[src/hw/qdie_map.svh]
/*
 * Holds the address map, field positions, reset values and counts of the quadrature
 * decoder interrupt-enable block.
 * Assumes it is included by bare name before any module that uses it.
 */
`ifndef QDIE_MAP_SVH
`define QDIE_MAP_SVH

// Register byte offsets
`define QDIE_OFS_ENABLE_SET 12'h304
`define QDIE_OFS_ENABLE_CLR 12'h308
`define QDIE_OFS_EVENT_STAT 12'h30C
`define QDIE_OFS_REPORT_PER 12'h510

// Event bit positions, shared by enable and status registers
`define QDIE_BIT_SAMPLE 0
`define QDIE_BIT_REPORT 1
`define QDIE_BIT_ACCUM_OVERFLOW_EVENT 2
`define QDIE_BIT_DOUBLE 3
`define QDIE_BIT_STOPPED 4
`define QDIE_NUM_EVENTS 5

// Reset values
`define QDIE_RST_ENABLE 5'h00
`define QDIE_RST_STATUS 5'h00
`define QDIE_RST_PERIOD 8'h0A
`define QDIE_RST_WORD 32'h00000000

`endif

[src/hw/qdie_pkg.sv]
/*
 * Holds the shared types of the quadrature decoder interrupt-enable block.
 * Assumes the map header supplies event count and widths.
 */
`include "qdie_map.svh"

package qdie_pkg;
    // APB data word and event vector
    typedef logic [31:0] qdie_word_type;
    typedef logic [`QDIE_NUM_EVENTS-1:0] qdie_evt_type;
    // APB slave phase
    typedef enum logic [0:0] {QDIE_IDLE, QDIE_ACCESS} qdie_phase_type;
    // Decoded register selection
    typedef enum logic [2:0] {QDIE_SEL_NONE, QDIE_SEL_SET, QDIE_SEL_CLR, QDIE_SEL_STAT, QDIE_SEL_PER} qdie_sel_type;
endpackage

[src/hw/qdie_if.sv]
/*
 * Holds the carriers between the block's own modules: register access and events.
 * Assumes one clock domain; all signals are sampled on clk_sys.
 */
interface qdie_bus_if;
    import qdie_pkg::*;
    logic wrStrobe; // One-cycle committed write
    qdie_sel_type sel; // Decoded register of current transfer
    qdie_word_type wrData; // Write data
    qdie_word_type rdData; // Read data for the decoded register
    modport slave (output wrStrobe, output sel, output wrData, input rdData);
    modport regs (input wrStrobe, input sel, input wrData, output rdData);
endinterface

interface qdie_evt_if;
    import qdie_pkg::*;
    qdie_evt_type evt; // One-cycle event pulses
    logic [7:0] period; // Report period in samples
    modport src (output evt, input period);
    modport dst (input evt, output period);
endinterface

[src/hw/qdie_apb_slave.sv]
/*
 * Holds the APB slave: address decode, no wait state, registered answer.
 * Assumes an APB master that holds the request until pready is sampled high.
 */
`include "qdie_map.svh"

module qdie_apb_slave #(
    parameter int ADDR_W = 16 // APB address width
) (
    input wire logic clk_sys, // System clock
    input wire logic srst, // Synchronous reset
    input wire logic ce, // Clock enable
    input wire logic psel, // APB select
    input wire logic penable, // APB enable
    input wire logic pwrite, // APB direction
    input wire logic [ADDR_W-1:0] paddr, // APB address
    input wire qdie_pkg::qdie_word_type pwdata, // APB write data
    output qdie_pkg::qdie_word_type prdata, // APB read data
    output logic pready, // APB ready
    output logic pslverr, // APB error
    qdie_bus_if.slave bus // Register access
);
    import qdie_pkg::*;

    qdie_phase_type phase_q;
    qdie_sel_type selNow;

    // Address decode of the word-aligned offsets
    function automatic qdie_sel_type decodeAddr(input logic [ADDR_W-1:0] a);
        case (a[11:0])
            `QDIE_OFS_ENABLE_SET: decodeAddr = QDIE_SEL_SET;
            `QDIE_OFS_ENABLE_CLR: decodeAddr = QDIE_SEL_CLR;
            `QDIE_OFS_EVENT_STAT: decodeAddr = QDIE_SEL_STAT;
            `QDIE_OFS_REPORT_PER: decodeAddr = QDIE_SEL_PER;
            default: decodeAddr = QDIE_SEL_NONE;
        endcase
        if (a[ADDR_W-1:12] != '0) begin
            decodeAddr = QDIE_SEL_NONE;
        end
    endfunction

    generate
        if (ADDR_W < 13) begin : g_chk
            $error("qdie_apb_slave: ADDR_W must exceed 12");
        end
    endgenerate

    assign selNow = decodeAddr(paddr);
    assign bus.sel = selNow;
    assign bus.wrData = pwdata;
    assign bus.wrStrobe = ce && psel && penable && pwrite && pready;

    // Phase tracking and registered answer
    always_ff @(posedge clk_sys) begin
        if (srst) begin
            phase_q <= QDIE_IDLE;
            pready <= 1'b0;
            pslverr <= 1'b0;
            prdata <= `QDIE_RST_WORD;
        end else if (ce) begin
            case (phase_q)
                QDIE_IDLE: begin
                    if (psel && !penable) begin
                        phase_q <= QDIE_ACCESS;
                        pready <= 1'b1;
                        pslverr <= (selNow == QDIE_SEL_NONE);
                        prdata <= pwrite ? `QDIE_RST_WORD : bus.rdData;
                    end
                end
                QDIE_ACCESS: begin
                    phase_q <= QDIE_IDLE;
                    pready <= 1'b0;
                    pslverr <= 1'b0;
                    prdata <= `QDIE_RST_WORD;
                end
                default: phase_q <= QDIE_IDLE;
            endcase
        end
    end
endmodule

[src/hw/qdie_event_gen.sv]
/*
 * Holds the event generator: counts samples over the report period and raises
 * sample, report, overflow, double and stopped event pulses.
 * Assumes the decoder core gives one-cycle sample, overflow and stop pulses.
 */
`include "qdie_map.svh"

module qdie_event_gen (
    input wire logic clk_sys, // System clock
    input wire logic srst, // Synchronous reset
    input wire logic ce, // Clock enable
    input wire logic sampleTick, // New sample taken
    input wire logic accNonzero, // Motion accumulator holds nonzero
    input wire logic dblNonzero, // Double-transition accumulator nonzero
    input wire logic accOverflow, // Motion accumulator overflowed
    input wire logic dblOverflow, // Double-transition accumulator overflowed
    input wire logic stoppedPulse, // Decoder has stopped
    qdie_evt_if.src ev // Event pulses out
);
    import qdie_pkg::*;

    logic [7:0] sampleCnt_q;
    logic periodDone;

    // Period reached on this sample; zero period acts as one
    assign periodDone = sampleTick && ((sampleCnt_q + 8'h01) >= ev.period);

    // Samples accumulated since the last period end
    always_ff @(posedge clk_sys) begin
        if (srst) begin
            sampleCnt_q <= 8'h00;
        end else if (ce && sampleTick) begin
            sampleCnt_q <= periodDone ? 8'h00 : sampleCnt_q + 8'h01;
        end
    end

    // Event pulses
    always_ff @(posedge clk_sys) begin
        if (srst) begin
            ev.evt <= `QDIE_RST_STATUS;
        end else if (ce) begin
            ev.evt[`QDIE_BIT_SAMPLE] <= sampleTick;
            ev.evt[`QDIE_BIT_REPORT] <= periodDone && accNonzero;
            ev.evt[`QDIE_BIT_ACCUM_OVERFLOW_EVENT] <= accOverflow || dblOverflow;
            ev.evt[`QDIE_BIT_DOUBLE] <= periodDone && dblNonzero;
            ev.evt[`QDIE_BIT_STOPPED] <= stoppedPulse;
        end
    end

    // Report only after the period with motion present
    reportGate_a: assert property (@(posedge clk_sys) disable iff (srst)
        (ev.evt[`QDIE_BIT_REPORT] && $past(ce)) |-> $past(sampleTick) && $past(accNonzero)
            && ($past(sampleCnt_q) + 8'h01 >= $past(ev.period)))
        else $error("report event without full period and motion");

    // No double event after a sample without a double transition
    doubleGate_a: assert property (@(posedge clk_sys) disable iff (srst)
        (ce && sampleTick && !dblNonzero) |=> !ev.evt[`QDIE_BIT_DOUBLE])
        else $error("double event without double transition");
endmodule

[src/hw/qdie_top.sv]
/*
 * Holds the top of the quadrature decoder interrupt-enable block: shared enable
 * register reached through set and clear addresses, sticky event status, report
 * period, and the interrupt request.
 * Assumes an APB master on clk_sys and a decoder core giving event pulses.
 */
// Local design decision: register access over APB.
// Overview of operation
// - Write one to set-register enables; reads enables
// - Write one to clear-register disables; same readback
// - Five enable bits: sample, report, overflow, double, stopped
// - Report event after period with nonzero motion
// - Double event after period with nonzero doubles
// - Overflow event on either accumulator overflow
`include "qdie_map.svh"

module qdie_top #(
    parameter int ADDR_W = 16 // APB address width
) (
    input wire logic clk_sys, // System clock, 20 MHz
    input wire logic srst, // Synchronous reset, active high
    input wire logic ce, // Clock enable, freezes all state
    input wire logic psel, // APB select
    input wire logic penable, // APB enable
    input wire logic pwrite, // APB direction
    input wire logic [ADDR_W-1:0] paddr, // APB address
    input wire qdie_pkg::qdie_word_type pwdata, // APB write data
    output qdie_pkg::qdie_word_type prdata, // APB read data
    output logic pready, // APB ready
    output logic pslverr, // APB error on unmapped address
    input wire logic sampleTick, // New sample taken
    input wire logic accNonzero, // Motion accumulator nonzero
    input wire logic dblNonzero, // Double-transition accumulator nonzero
    input wire logic accOverflow, // Motion accumulator overflow
    input wire logic dblOverflow, // Double-transition accumulator overflow
    input wire logic stoppedPulse, // Decoder stopped
    output logic irq // Interrupt request, level
);
    import qdie_pkg::*;

    qdie_bus_if bus ();
    qdie_evt_if ev ();

    qdie_evt_type enable_q;
    qdie_evt_type enable_d;
    qdie_evt_type status_q;
    qdie_evt_type status_d;
    logic [7:0] period_q;
    qdie_evt_type wrLow;
    logic pendingAny;
    logic setWr;
    logic clrWr;
    logic statClr;
    logic perWr;

    ////////////////////////////////////////////////////////////////////////////
    // Submodules

    // Bus slave
    qdie_apb_slave #(
        .ADDR_W(ADDR_W)
    ) u_apb (
        .clk_sys(clk_sys),
        .srst(srst),
        .ce(ce),
        .psel(psel),
        .penable(penable),
        .pwrite(pwrite),
        .paddr(paddr),
        .pwdata(pwdata),
        .prdata(prdata),
        .pready(pready),
        .pslverr(pslverr),
        .bus(bus.slave)
    );

    // Event generator
    qdie_event_gen u_evt (
        .clk_sys(clk_sys),
        .srst(srst),
        .ce(ce),
        .sampleTick(sampleTick),
        .accNonzero(accNonzero),
        .dblNonzero(dblNonzero),
        .accOverflow(accOverflow),
        .dblOverflow(dblOverflow),
        .stoppedPulse(stoppedPulse),
        .ev(ev.src)
    );

    ////////////////////////////////////////////////////////////////////////////
    // Register file

    assign wrLow = bus.wrData[`QDIE_NUM_EVENTS-1:0];
    assign ev.period = period_q;

    // Committed write to one decoded register
    function automatic logic hitWrite(input logic strobe, input qdie_sel_type sel, input qdie_sel_type which);
        hitWrite = strobe && (sel == which);
    endfunction

    // Committed writes per register
    assign setWr = hitWrite(bus.wrStrobe, bus.sel, QDIE_SEL_SET);
    assign clrWr = hitWrite(bus.wrStrobe, bus.sel, QDIE_SEL_CLR);
    assign statClr = hitWrite(bus.wrStrobe, bus.sel, QDIE_SEL_STAT);
    assign perWr = hitWrite(bus.wrStrobe, bus.sel, QDIE_SEL_PER);

    // Refuse address widths the decoder cannot serve
    generate
        if (ADDR_W < 13) begin : g_addrChk
            $error("qdie_top: ADDR_W must exceed 12");
        end
    endgenerate

    // Shared enable: set and clear addresses act on one register
    always_comb begin
        enable_d = enable_q;
        if (setWr) begin
            enable_d = enable_q | wrLow;
        end else if (clrWr) begin
            enable_d = enable_q & ~wrLow;
        end
    end

    // Sticky status: a new event wins over a clear in the same cycle
    always_comb begin
        status_d = status_q;
        if (statClr) begin
            status_d = status_q & ~wrLow;
        end
        status_d = status_d | ev.evt;
    end

    // Enable register
    always_ff @(posedge clk_sys) begin
        if (srst) begin
            enable_q <= `QDIE_RST_ENABLE;
        end else if (ce) begin
            enable_q <= enable_d;
        end
    end

    // Status register
    always_ff @(posedge clk_sys) begin
        if (srst) begin
            status_q <= `QDIE_RST_STATUS;
        end else if (ce) begin
            status_q <= status_d;
        end
    end

    // Report period register
    always_ff @(posedge clk_sys) begin
        if (srst) begin
            period_q <= `QDIE_RST_PERIOD;
        end else if (ce && perWr) begin
            period_q <= bus.wrData[7:0];
        end
    end

    // Read mux; both enable addresses show the same state
    always_comb begin
        bus.rdData = `QDIE_RST_WORD;
        case (bus.sel)
            QDIE_SEL_SET: bus.rdData[`QDIE_NUM_EVENTS-1:0] = enable_q;
            QDIE_SEL_CLR: bus.rdData[`QDIE_NUM_EVENTS-1:0] = enable_q;
            QDIE_SEL_STAT: bus.rdData[`QDIE_NUM_EVENTS-1:0] = status_q;
            QDIE_SEL_PER: bus.rdData[7:0] = period_q;
            default: bus.rdData = `QDIE_RST_WORD;
        endcase
    end

    ////////////////////////////////////////////////////////////////////////////
    // Interrupt output

    assign pendingAny = |(status_q & enable_q);

    // Level request from any enabled pending event
    always_ff @(posedge clk_sys) begin
        if (srst) begin
            irq <= 1'b0;
        end else if (ce) begin
            irq <= pendingAny;
        end
    end

    ////////////////////////////////////////////////////////////////////////////
    // Checks

    // Set write turns the written enables on
    setEnable_a: assert property (@(posedge clk_sys) disable iff (srst)
        (bus.wrStrobe && bus.sel == QDIE_SEL_SET) |=> ((enable_q & $past(wrLow)) == $past(wrLow)))
        else $error("set write did not enable");

    // Set-address read returns the enable state
    readSet_a: assert property (@(posedge clk_sys) disable iff (srst)
        (psel && !penable && !pwrite && bus.sel == QDIE_SEL_SET && ce)
            |=> (prdata[`QDIE_NUM_EVENTS-1:0] == enable_q) && pready)
        else $error("set read mismatch");

    // Clear write turns the written enables off, others kept
    clearEnable_a: assert property (@(posedge clk_sys) disable iff (srst)
        (bus.wrStrobe && bus.sel == QDIE_SEL_CLR)
            |=> (enable_q == ($past(enable_q) & ~$past(wrLow))))
        else $error("clear write wrong");

    // Clear-address read returns the enable state
    readClr_a: assert property (@(posedge clk_sys) disable iff (srst)
        (psel && !penable && !pwrite && bus.sel == QDIE_SEL_CLR && ce)
            |=> (prdata[`QDIE_NUM_EVENTS-1:0] == enable_q))
        else $error("clear read mismatch");

    // Only five enable bits exist; upper bits read zero
    fiveBits_a: assert property (@(posedge clk_sys) disable iff (srst)
        (pready && !pwrite && bus.sel inside {QDIE_SEL_SET, QDIE_SEL_CLR})
            |-> (prdata[31:`QDIE_NUM_EVENTS] == '0))
        else $error("enable readback has upper bits");

    // Overflow of either accumulator reaches status in two cycles
    overflowFlag_a: assert property (@(posedge clk_sys) disable iff (srst)
        (ce && (accOverflow || dblOverflow)) ##1 ce |=> status_q[`QDIE_BIT_ACCUM_OVERFLOW_EVENT])
        else $error("overflow not flagged");

    // Request follows enabled pending flags one cycle later
    irqLevel_a: assert property (@(posedge clk_sys) disable iff (srst)
        ce |=> (irq == $past(pendingAny)))
        else $error("irq does not follow pending");

    // Zero writes leave the enable state alone
    zeroWrite_a: assert property (@(posedge clk_sys) disable iff (srst)
        (bus.wrStrobe && wrLow == '0 && bus.sel inside {QDIE_SEL_SET, QDIE_SEL_CLR})
            |=> $stable(enable_q))
        else $error("zero write changed enable");

    // Set write keeps enables already on
    setKeep_a: assert property (@(posedge clk_sys) disable iff (srst)
        setWr
            |=> (enable_q == ($past(enable_q) | $past(wrLow))))
        else $error("set write lost enables");

    // Status bits stay until cleared by a write
    statSticky_a: assert property (@(posedge clk_sys) disable iff (srst)
        (ce && !statClr)
            |=> ((status_q & $past(status_q)) == $past(status_q)))
        else $error("status bit dropped without clear");

    // An event wins over a clear in the same cycle
    setWins_a: assert property (@(posedge clk_sys) disable iff (srst)
        (statClr && (ev.evt != '0))
            |=> ((status_q & $past(ev.evt)) == $past(ev.evt)))
        else $error("clear beat a new event");

    // Status clear drops only the written bits
    statClear_a: assert property (@(posedge clk_sys) disable iff (srst)
        (statClr && (ev.evt == '0))
            |=> (status_q == ($past(status_q) & ~$past(wrLow))))
        else $error("status clear wrong");

    // Sample event reaches its status bit
    sampleFlag_a: assert property (@(posedge clk_sys) disable iff (srst)
        (ce && ev.evt[`QDIE_BIT_SAMPLE])
            |=> status_q[`QDIE_BIT_SAMPLE])
        else $error("sample event not flagged");

    // Report event reaches its status bit
    reportFlag_a: assert property (@(posedge clk_sys) disable iff (srst)
        (ce && ev.evt[`QDIE_BIT_REPORT])
            |=> status_q[`QDIE_BIT_REPORT])
        else $error("report event not flagged");

    // Double event reaches its status bit
    doubleFlag_a: assert property (@(posedge clk_sys) disable iff (srst)
        (ce && ev.evt[`QDIE_BIT_DOUBLE])
            |=> status_q[`QDIE_BIT_DOUBLE])
        else $error("double event not flagged");

    // Stopped event reaches its status bit
    stopFlag_a: assert property (@(posedge clk_sys) disable iff (srst)
        (ce && ev.evt[`QDIE_BIT_STOPPED])
            |=> status_q[`QDIE_BIT_STOPPED])
        else $error("stopped event not flagged");

    // Unmapped address answers with an error and zero data
    unmapped_a: assert property (@(posedge clk_sys) disable iff (srst)
        (psel && !penable && ce && bus.sel == QDIE_SEL_NONE)
            |=> (pslverr && pready && (prdata == '0)))
        else $error("unmapped access not refused");

    // Ready stands for one cycle
    readyPulse_a: assert property (@(posedge clk_sys) disable iff (srst)
        (pready && ce)
            |=> !pready)
        else $error("ready held too long");

    // Period write lands whole
    perWrite_a: assert property (@(posedge clk_sys) disable iff (srst)
        perWr
            |=> (period_q == $past(bus.wrData[7:0])))
        else $error("period write lost");

    // No request without an enabled pending flag
    irqQuiet_a: assert property (@(posedge clk_sys) disable iff (srst)
        (ce && ((status_q & enable_q) == '0))
            |=> !irq)
        else $error("irq without enabled flag");

    // Frozen while clock enable is low
    freeze_a: assert property (@(posedge clk_sys) disable iff (srst)
        !ce |=> $stable(enable_q) && $stable(status_q) && $stable(irq))
        else $error("state moved with ce low");
endmodule

[config.mk]
export PLATFORM = sky130hd
export DESIGN_NAME = qdie_top
export DESIGN_NICKNAME = d
export VERILOG_FILES = /design/src/hw/qdie_pkg.sv /design/src/hw/qdie_if.sv /design/src/hw/qdie_apb_slave.sv /design/src/hw/qdie_event_gen.sv /design/src/hw/qdie_top.sv
export VERILOG_INCLUDE_DIRS = /design/src /design/src/hw
export SDC_FILE = /design/constraint.sdc
export NUM_CORES = 1
export LEC_CHECK = 0
export ABC_CLOCK_PERIOD_IN_PS = 3400
export BUFFER_PORTS_ARGS = -buffer_cell sky130_fd_sc_hd__buf_2
export CORE_UTILIZATION = 42
export CTS_CLUSTER_DIAMETER = 200
export DETAILED_ROUTE_END_ITERATION = 16
export PLACE_DENSITY = 0.79
export SYNTH_ARGS = -nofsm -noshare
export SYNTH_HDL_FRONTEND = slang
export SYNTH_SLANG_ARGS = --single-unit
[constraint.sdc]
create_clock -name clk_sys -period 3.4 [get_ports clk_sys]
set_input_delay 0.51 -clock clk_sys [delete_from_list [all_inputs] [get_ports clk_sys]]
set_output_delay 0.51 -clock clk_sys [all_outputs]
set_load 0.03 [all_outputs]
==> results of run 1 <==
[through the flow]
stage	util (%)	worst slack (ns)	hold slack [ns]
after floorplan	-	1.040	0.4394
after global placement	48.21	0.8370	0.4407
after detailed placement	48.21	0.7772	0.4447
after CTS	50.45	0.7503	0.4291
after global routing	50.45	0.4925	0.4383
final	50.45	0.7814	0.4368
[cell usage in the layout, fill, tap and decap left out, types with 3 or more instances in the layout]
cell       n
buf_2     46
dfxtp_1   43
nor2_1    29
nand2_1   25
conb_1    24
a21oi_1   22
inv_1     15
xnor2_1    9
ha_1       9
a211oi_1   7
mux2i_1    7
nand2b_1   7
nand3_1    6
a222oi_1   6
clkbuf_8   6
xor2_1     5
o21ai_0    5
nor3_1     5
a22oi_1    4
and3_4     3
and2_1     3
[power by group]
part           total [uW]  internal [uW]  switching, uW
logic                 130           39.8           89.9
clock network         410            238            172
registers             523            514           8.91
total                1060            791            271
[cell type report]
class	instances	area share [%]
clock inverters	2	1.326
clock buffers	6	3.125
well taps	70	3.314
inverters	15	2.131
flip-flops and latches	43	32.58
repair buffers	46	8.712
multi-input cells	203	48.82
[layer usage]
metal | GRT usage, % | part of all wire (%) | routed length, um
met1 | 19.83 | 46 | 2169
met2 | 27.95 | 47 | 2244
met3 | 4.524 | 5.6 | 267
met4 | 6.154 | 1.5 | 70
met5 | 0 | 0 | 0
[critical path, stage by stage (launching register included)]
cell and delay, ns:
dfxtp_1 0.41, nand3_1 0.16, or2_2 0.36, nor2_1 0.13
xor2_1 0.08, ha_1 0.29, and2_1 0.15, o2111ai_1 0.14
o311a_1 0.36, a21oi_2 0.30, nor2_1 0.10
[cells by family after synthesis]
| kind of cell | Yosys count | synth area share, % |
|---|---|---|
| buf+inv | 48 | 12.28 |
| compound gates | 57 | 16.43 |
| xor+xnor | 14 | 5.210 |
| flops | 43 | 36.58 |
| fa+ha+maj | 9 | 4.785 |
| simple gates | 92 | 21.58 |
| other cells | 1 | 0.1593 |
| mux | 7 | 2.977 |
[path summary, 6_finish.rpt]
path,start,endpoint,slack (ns),depth (start not counted)
worst min register to register,u_apb.prdata[2],u_apb.prdata[2],0.45,2
worst max-delay path,u_evt.sampleCnt_q[2],u_evt.sampleCnt_q[3],0.78,10
worst min-delay path,pwdata[2],flop,0.44,2
worst max register to register,u_evt.sampleCnt_q[2],u_evt.sampleCnt_q[3],0.78,10
==> metrics.md, run 1 <==
| Metric | Value |
|---|---|
| Outcome | `finished, final reports clean` |
| Via/cell ratio | `about 5` |
| DRT Pass-1 Iters | `4` |
| Post-CTS sizing | `0` |
| Htree depth | `2` |
| CTS tree | `built` |
| Yosys top cell area share | `a little over a third` |
| RSZ-0062 raised after global routing | `false` |
| Leading area contributor after synthesis | `dfxtp_1` |
| Max Cap Violations | `0` |
| Final Slew Violations | `0` |
| Row count | `26` |
| Clk sinks | `43` |
| Die area | `~5900 um^2` |
| Maximum clock frequency | `around 380 MHz` |
| Pin count of the biggest net entering global routing | `35` |
| IO Port Bufs | `between 40 and 50` |
| Nets | `383` |
| Fill cells | `519` |
| # setup viols final | `0` |
| Hold WC Path Type | `primary input to flop` |
| Area grow syn2layout | `12.28%` |
| CP startpoint kind | `flop` |
| Longest Clk Path Bufs | `2` |
| Die Y | `between 70 and 80 um` |
| Critical Path RT | `approximately 3.6 ns` |
| Count leader, synth | `dfxtp_1` |
| Multi-input gate area | `~1300 um^2` |
| Top_reg_cell synth | `dfxtp_1` |
| Vias in the first global route | `1749` |
| Unique cell type count in the Yosys netlist | `45` |
| FF+latch area | `~860 um^2` |
| Post-route design area | `roughly 2600 um^2` |
| Hold_buf cts | `0` |
| Initial Util | `around 45%` |
| Ant diodes | `0` |
| Yosys Warn Count | `0` |
| Post-synth top cells | `dfxtp_1, nor2_1, nand2_1` |
| Final period util | `about 77%` |
| Maximum VDD drop | `about 0.19 mV` |
| Vias | `~1900` |
| Post-CTS Setup Inserts | `0` |
| CP arrival | `2.79 ns` |
| Rel. slew slack | `a little under three fifths` |
| Share of cells above drive strength 1 | `between 20% and 30%` |
| Kind of critical path | `flop to flop` |
| Asr flop ratio synth | `0%` |
| GPL Wtd Cong | `0.8167` |
| Ports | `between 90 and 100` |
| Clock skew | `0.003090 ns` |
| #FFs+latches synth | `43` |
| Static leakage | `roughly 0.0011 uW` |
| Hold Fails Final Rpt | `0` |
| Post-synth EDFFs | `0` |
| Final non-filler cell total | `approximately 390` |
| CP Capture Type | `flop` |
| Syn Inst Count | `approximately 270` |
| Placed Cells incl. Taps | `approximately 380` |
| Placed inst area | `around 2500 um^2` |
| Clk Tree Root Cell | `clkbuf_8` |
| Syn avg cell area | `~8.7 um^2` |
| Initial DRC Count | `around 120` |
| Detail Placement HPWL | `3.561 mm` |
| Period minus WS final | `~2.6 ns` |
| Area contributors post-synth | `dfxtp_1, buf_4, ha_1, a21oi_1, nor2_1` |
| PnR Total Power | `1063 uW` |
| CTS buffer count | `5` |
| Area of the core | `5238 um^2` |
| Initial antenna violation count | `0` |
| Routed wire per std cell | `between 10 and 15 um` |
| Synth Cell Area | `2354 um^2` |
| Post-route ant nets | `0` |
| Die Wd | `a little under 80 um` |
| Power density over cell area | `around 400 nW/um^2` |
| Total Routing Usage GR | `between 10% and 20%` |
| Register area share after synthesis | `a little over a third` |
| Grt total ovfl | `0` |
| Max FO, Critical Path | `8` |
| Clk Latency, worst-skew pair | `just under 0.3 ns` |
| Least-Margin Pin Slew | `approximately 0.66 ns` |
| Setup TNS | `0 ns` |
| First-pass GRT wire length | `approximately 8 mm` |
| WL final | `between 4 and 5 mm` |
| Residual DRC | `0` |
| Clk pin slew, worst setup/hold paths | `about 0.080 ns` |
Note: power is estimated with default switching activity, not from simulation.
==> inputs of run 2 (changes only) <==
--- a/config.mk
+++ b/config.mk
@@ -6,7 +6,7 @@
 export SDC_FILE = /design/constraint.sdc
 export NUM_CORES = 1
 export LEC_CHECK = 0
-export ABC_CLOCK_PERIOD_IN_PS = 3400
+export ABC_CLOCK_PERIOD_IN_PS = 2500
 export BUFFER_PORTS_ARGS = -buffer_cell sky130_fd_sc_hd__buf_2
 export CORE_UTILIZATION = 42
 export CTS_CLUSTER_DIAMETER = 200
==> constraint.sdc (replaced) <==
create_clock -name clk_sys -period 2.5 [get_ports clk_sys]
set_input_delay 0.375 -clock clk_sys [delete_from_list [all_inputs] [get_ports clk_sys]]
set_output_delay 0.375 -clock clk_sys [all_outputs]
set_load 0.03 [all_outputs]
==> metrics.md, run 2 (synthesis results as in run 1) <==
| Metric | Value |
|---|---|
| Area of the core | `5238 um^2 (unchanged)` |
| R2r startpoint | `u_evt.sampleCnt_q[1]` |
| Clk pin slew, worst setup/hold paths | `0.08 ns (about the same)` |
| Vias in the first global route | `1849 (+5.7%)` |
| Kind of critical path | `flop to flop` |
| IO Port Bufs | `46 (unchanged)` |
| CP Capture Type | `flop` |
| Detail Placement HPWL | `3.698 mm (+3.8%)` |
| RSZ-0062 raised after global routing | `true` |
| Clk Latency, worst-skew pair | `0.30 ns (about the same)` |
| Placement Setup Slack | `0.04194 ns (-0.7352 ns)` |
| Initial antenna violation count | `0 (unchanged)` |
| Die Y | `76.86 um (unchanged)` |
| Initial Util | `44.94% (unchanged)` |
| Final period util | `92.96% (+16 points)` |
| Die area | `5907 um^2 (unchanged)` |
| Hold path depth | `2 (unchanged)` |
| Ant diodes | `0 (unchanged)` |
| CTS buffer count | `5 (unchanged)` |
| First-pass GRT wire length | `8.142 mm (+4.7%)` |
| Maximum clock frequency | `430.3 MHz (+13%)` |
| Final non-filler cell total | `395 (+2.6%)` |
| Clk sinks | `43 (unchanged)` |
| Critical Path RT | `2.69 ns (-0.88 ns)` |
| CTS tree | `built` |
| Max FO, Critical Path | `8 (unchanged)` |
| Vias | `1960 (+2.1%)` |
| Worst reg-to-reg path cell count | `12 (+2)` |
| Total Routing Usage GR | `16.94% (+0.40 points)` |
| Maximum VDD drop | `0.3025 mV (+61%)` |
| Htree depth | `2 (unchanged)` |
| Row count | `26 (unchanged)` |
| Static leakage | `0.001140 uW (+4.1%)` |
| CP endpoint | `u_evt.sampleCnt_q[1]` |
| Die Wd | `76.86 um (unchanged)` |
| Critical path launch point | `u_evt.sampleCnt_q[1]` |
| Setup WS post-layout | `0.1761 ns (-0.6053 ns)` |
| DRT Pass-1 Iters | `4 (unchanged)` |
| Share of cells above drive strength 1 | `24.00% (+3.0 points)` |
| Ports | `95 (unchanged)` |
| Area grow syn2layout | `15.42%` |
| GPL Wtd Cong | `0.8364 (+2.4%)` |
| Residual DRC | `0 (unchanged)` |
| CP startpoint kind | `flop` |
| Pin count of the biggest net entering global routing | `34 (-2.9%)` |
| Final Slew Violations | `0 (unchanged)` |
| Routed wire per std cell | `12.23 um (-0.85%)` |
| Post-route ant nets | `0 (unchanged)` |
| WL final | `4.832 mm (+1.7%)` |
| Most frequent cells in the layout | `buf_2, dfxtp_1, nor2_1` |
| Hold_buf cts | `0 (unchanged)` |
| Least-Margin Pin Slew | `0.6684 ns (+0.01219 ns)` |
| Clock skew | `0.008378 ns (+0.005288 ns)` |
| Hold WC Path Type | `primary input to flop` |
| Clk Tree Root Cell | `clkbuf_8` |
| # setup viols final | `0 (unchanged)` |
| Reg2reg end | `u_evt.sampleCnt_q[1]` |
| Initial DRC Count | `137 (+16%)` |
| Placed Cells incl. Taps | `387 (+2.7%)` |
| Via/cell ratio | `4.962 (-0.50%)` |
| Outcome | `finished, final reports clean` |
| Power density over cell area | `510.3 nW/um^2 (+27%)` |
| Rel. slew slack | `55.14% (-0.82 points)` |
| Commonest non-fill, non-tap cell in the layout | `buf_2` |
| CP arrival | `2.51 ns (-0.28 ns)` |
| Period minus WS final | `2.324 ns (-0.2947 ns)` |
| Hold Fails Final Rpt | `0 (unchanged)` |
| R2r setup slk | `0.18 ns (-0.61 ns)` |
| Longest Clk Path Bufs | `2 (unchanged)` |
| Max Cap Violations | `0 (unchanged)` |
| Grt total ovfl | `0 (unchanged)` |
| Nets | `393 (+2.6%)` |
## run 2: how the worst min path moves through the flow
stage / start / to / slack [ns]
floorplan: u_evt.ev.evt[1] / u_evt.ev.evt[1] / 0.44
global placement: u_apb.prdata[0] / u_apb.prdata[0] / 0.44
detailed placement: u_apb.prdata[0] / u_apb.prdata[0] / 0.44
CTS: pwdata[2] / flop / 0.30
global route: pwdata[0] / flop / 0.31
finish: pwdata[2] / flop / 0.31
## run 2: layer usage
layer	track usage, %	share of wire [%]	vias up
met2	28.57	48	57
li1	-	-	1009
met3	3.571	5.5	7
met4	7.500	1.8	0
met5	0	0	-
met1	20.55	44	887
## run 2: metrics by stage
stage	util, %	area [um^2]	TNS (ns)	total power [uW]	hold slack (ns)
global placement	49.64	2600	0	912.8	0.4403
floorplan	-	2440	0	876.2	0.4394
CTS	51.55	2700	0	1395	0.2981
global route	51.86	2716	-0.003151	1439	0.3103
finish	51.86	2716	0	1386	0.3053
detailed placement	49.64	2600	0	917.1	0.4439
## run 2: power by group
| group | internal [uW] | switching, uW |
|---|---|---|
| sequential | 700 | 10.2 |
| combinational | 65.2 | 128 |
| clock | 252 | 231 |
| total | 1020 | 369 |
## run 2: area by class of cell
type                       count  area, um^2
inverter                      15       56.30
fill                         496        2521
multi-input combinational    203        1301
clock buffer                   8       100.1
sequential                    43       862.1
timing repair buffer          56       309.0
tap                           70       87.58
## run 2: critical path: stages, from the launching register on
cell and delay (ns):
dfxtp_1 0.32, buf_4 0.13, ha_1 0.21, nand3_1 0.13, nor2_2 0.06, xor2_1 0.14, ha_1 0.27, and2_1 0.15
o2111ai_1 0.15, o311a_1 0.36, a21oi_2 0.12, buf_6 0.14, a21oi_1 0.04
## run 2: timing repair
item | in CTS | in global routing
resized for setup | 0 | 5
setup buffers | 0 | 0
endpoints found under the setup margin | 0 | 10
endpoints found under the hold margin | 0 | 0
==> inputs of run 3 (changes only) <==
--- a/config.mk
+++ b/config.mk
@@ -7,11 +7,11 @@
 export NUM_CORES = 1
 export LEC_CHECK = 0
 export ABC_CLOCK_PERIOD_IN_PS = 2500
-export BUFFER_PORTS_ARGS = -buffer_cell sky130_fd_sc_hd__buf_2
 export CORE_UTILIZATION = 42
 export CTS_CLUSTER_DIAMETER = 200
 export DETAILED_ROUTE_END_ITERATION = 16
-export PLACE_DENSITY = 0.79
+export DONT_BUFFER_PORTS = 1
+export PLACE_DENSITY = 0.64
 export SYNTH_ARGS = -nofsm -noshare
 export SYNTH_HDL_FRONTEND = slang
 export SYNTH_SLANG_ARGS = --single-unit
==> metrics.md, run 3 (synthesis results as in run 1) <==
| Metric | Value |
|---|---|
| Commonest non-fill, non-tap cell in the layout | `dfxtp_1` |
| Hold path start | `srst` |
| Ant diodes | `0 (unchanged)` |
| Rel. slew slack | `45.81% (-9.3 points)` |
| R2r startpoint | `u_evt.sampleCnt_q[0]` |
| CP startpoint kind | `flop` |
| CTS tree | `built` |
| M3 GR Usage | `5.357% (+1.8 points)` |
| Kind of critical path | `flop to flop` |
| Grt total ovfl | `0 (unchanged)` |
| Clk Latency, worst-skew pair | `0.29 ns (about the same)` |
| Post-route ant nets | `0 (unchanged)` |
| CTS buffer count | `5 (unchanged)` |
| First-pass GRT wire length | `7.845 mm (-3.6%)` |
| Hold EP | `u_apb.pslverr` |
| Ports | `95 (unchanged)` |
| Reg power frac | `51.9% (+0.7 points)` |
| Combinational power share | `10.3% (-3.6 points)` |
| Switch Pwr | `334.9 uW (-9.2%)` |
| Htree depth | `2 (unchanged)` |
| Placed Cells incl. Taps | `342 (-12%)` |
| Setup TNS | `0 ns (unchanged)` |
| Most frequent cells in the layout | `dfxtp_1, nor2_1, nand2_1` |
| Hold path depth | `1 (-1)` |
| Longest Clk Path Bufs | `2 (unchanged)` |
| Final non-filler cell total | `350 (-11%)` |
| Max FO, Critical Path | `5 (-3)` |
| Outcome | `finished, final reports clean` |
| Maximum clock frequency | `422.1 MHz (-1.9%)` |
| Clock skew | `0.002767 ns (-0.005612 ns)` |
| Worst reg-to-reg path cell count | `12 (unchanged)` |
| CP arrival | `2.56 ns (+0.05 ns)` |
| Reg2reg end | `u_evt.sampleCnt_q[4]` |
| Global route hottest layer | `met2` |
| Pin count of the biggest net entering global routing | `35 (+2.9%)` |
| Max Cap Violations | `0 (unchanged)` |
| Maximum VDD drop | `0.3339 mV (+10%)` |
| R2r setup slk | `0.13 ns (-0.05 ns)` |
| Hold WC Path Type | `primary input to flop` |
| Final period util | `94.76% (+1.8 points)` |
| Via/cell ratio | `5.066 (+2.1%)` |
| Detail Placement HPWL | `3.547 mm (-4.1%)` |
| Initial Util | `44.94% (unchanged)` |
| Residual DRC | `0 (unchanged)` |
| Fin util | `47.99% (-3.9 points)` |
| DRT Pass-1 Iters | `4 (unchanged)` |
| Area of the core | `5238 um^2 (unchanged)` |
| Initial DRC Count | `115 (-16%)` |
| # setup viols final | `0 (unchanged)` |
| Power density over cell area | `547.0 nW/um^2 (+7.2%)` |
| Vias | `1773 (-9.5%)` |
| Placement Setup Slack | `0.05342 ns (+0.01147 ns)` |
| Final Slew Violations | `0 (unchanged)` |
| Die area | `5907 um^2 (unchanged)` |
| IO Port Bufs | `0 (-100%)` |
| GPL Wtd Cong | `0.7348 (-12%)` |
| Hold Fails Final Rpt | `0 (unchanged)` |
| Period minus WS final | `2.369 ns (+0.04500 ns)` |
| Least-Margin Pin Slew | `0.7923 ns (+0.1239 ns)` |
| Die Wd | `76.86 um (unchanged)` |
| Met1 Usage GRT | `23.21% (+2.7 points)` |
| CP Capture Type | `flop` |
| Static leakage | `0.0009559 uW (-16%)` |
| Switching share of power | `24.36% (-2.2 points)` |
| WL final | `4.743 mm (-1.8%)` |
| Vias in the first global route | `1608 (-13%)` |
| Total Routing Usage GR | `16.69% (-0.24 points)` |
| Initial antenna violation count | `0 (unchanged)` |
| Clk pin slew, worst setup/hold paths | `0.08 ns (about the same)` |
| Clock Power Share | `37.8% (+3.0 points)` |
| Area grow syn2layout | `6.805%` |
| Grt met2 use | `24.46% (-4.1 points)` |
| Routed wire per std cell | `13.55 um (+11%)` |
| Nets | `349 (-11%)` |
| Setup WS post-layout | `0.1311 ns (-0.04500 ns)` |
| Clk sinks | `43 (unchanged)` |
| Internal | `1040 uW (+2.2%)` |
| Share of cells above drive strength 1 | `12.86% (-11 points)` |
| Row count | `26 (unchanged)` |
| Critical Path RT | `2.69 ns (about the same)` |
| Clk Tree Root Cell | `clkbuf_8` |
| Die Y | `76.86 um (unchanged)` |
[run 3: metrics by stage]
| step | instance area (um^2) | hold WS [ns] | total power [uW] |
|---|---|---|---|
| floorplan | 2440 | 0.4394 | 876.2 |
| global placement | 2377 | 0.4418 | 865.7 |
| finish | 2514 | 0.1437 | 1375 |
| CTS | 2480 | 0.1350 | 1386 |
| detailed placement | 2377 | 0.4426 | 867.4 |
| global route | 2514 | 0.1267 | 1437 |
[run 3: area by class of cell]
type / count / area (um^2)
inverters: 15 / 56.30
multi-input cells: 203 / 1315
fillers: 527 / 2724
repair buffers: 12 / 90.09
clock inverters: 1 / 30.03
well taps: 70 / 87.58
clock buffers: 6 / 72.57
flip-flops and latches: 43 / 862.1
[run 3: repair_timing]
item / 4_1_cts / 5_1_grt
hold buffers: 0 / 0
resized for setup: 0 / 7
buffers inserted: 0 / 1
setup endpoints to repair: 0 / 10
[run 3: per-layer routing]
| metal | share of wire, % | up-vias |
|---|---|---|
| li1 | - | 919 |
| met1 | 47 | 787 |
| met2 | 44 | 63 |
| met3 | 8.4 | 4 |
| met4 | 0.91 | 0 |
| met5 | 0 | - |
[run 3: worst max path at each step]
stage	end	from	cells past startpoint	slack [ns]
after floorplan	u_evt.sampleCnt_q[0]	u_evt.sampleCnt_q[2]	10	0.14
after global placement	u_evt.sampleCnt_q[1]	u_evt.sampleCnt_q[1]	11	0.08
after detailed placement	u_evt.sampleCnt_q[4]	u_evt.sampleCnt_q[0]	11	0.05
after CTS	u_evt.sampleCnt_q[4]	u_evt.sampleCnt_q[0]	11	0.02
after global routing	u_evt.sampleCnt_q[7]	u_evt.sampleCnt_q[1]	11	-0.03
final	u_evt.sampleCnt_q[4]	u_evt.sampleCnt_q[0]	12	0.13
[run 3: critical path, stage by stage, from the launching register on]
cell	delay, ns
dfxtp_2	0.33
buf_4	0.13
ha_1	0.22
nand3_1	0.14
nor2_2	0.06
xor2_1	0.14
ha_1	0.27
and2_4	0.14
o2111ai_2	0.15
o311a_1	0.36
a21oi_2	0.12
buf_4	0.16
nor2_1	0.05
[run 3: power groups by stage]
stage	Sequential [uW]	Clock, uW	Combinational (uW)
final	713	520	142
after floorplan	729	0	147
after detailed placement	729	0	138
after global placement	729	0	137
after CTS	713	534	140
after global routing	716	565	156
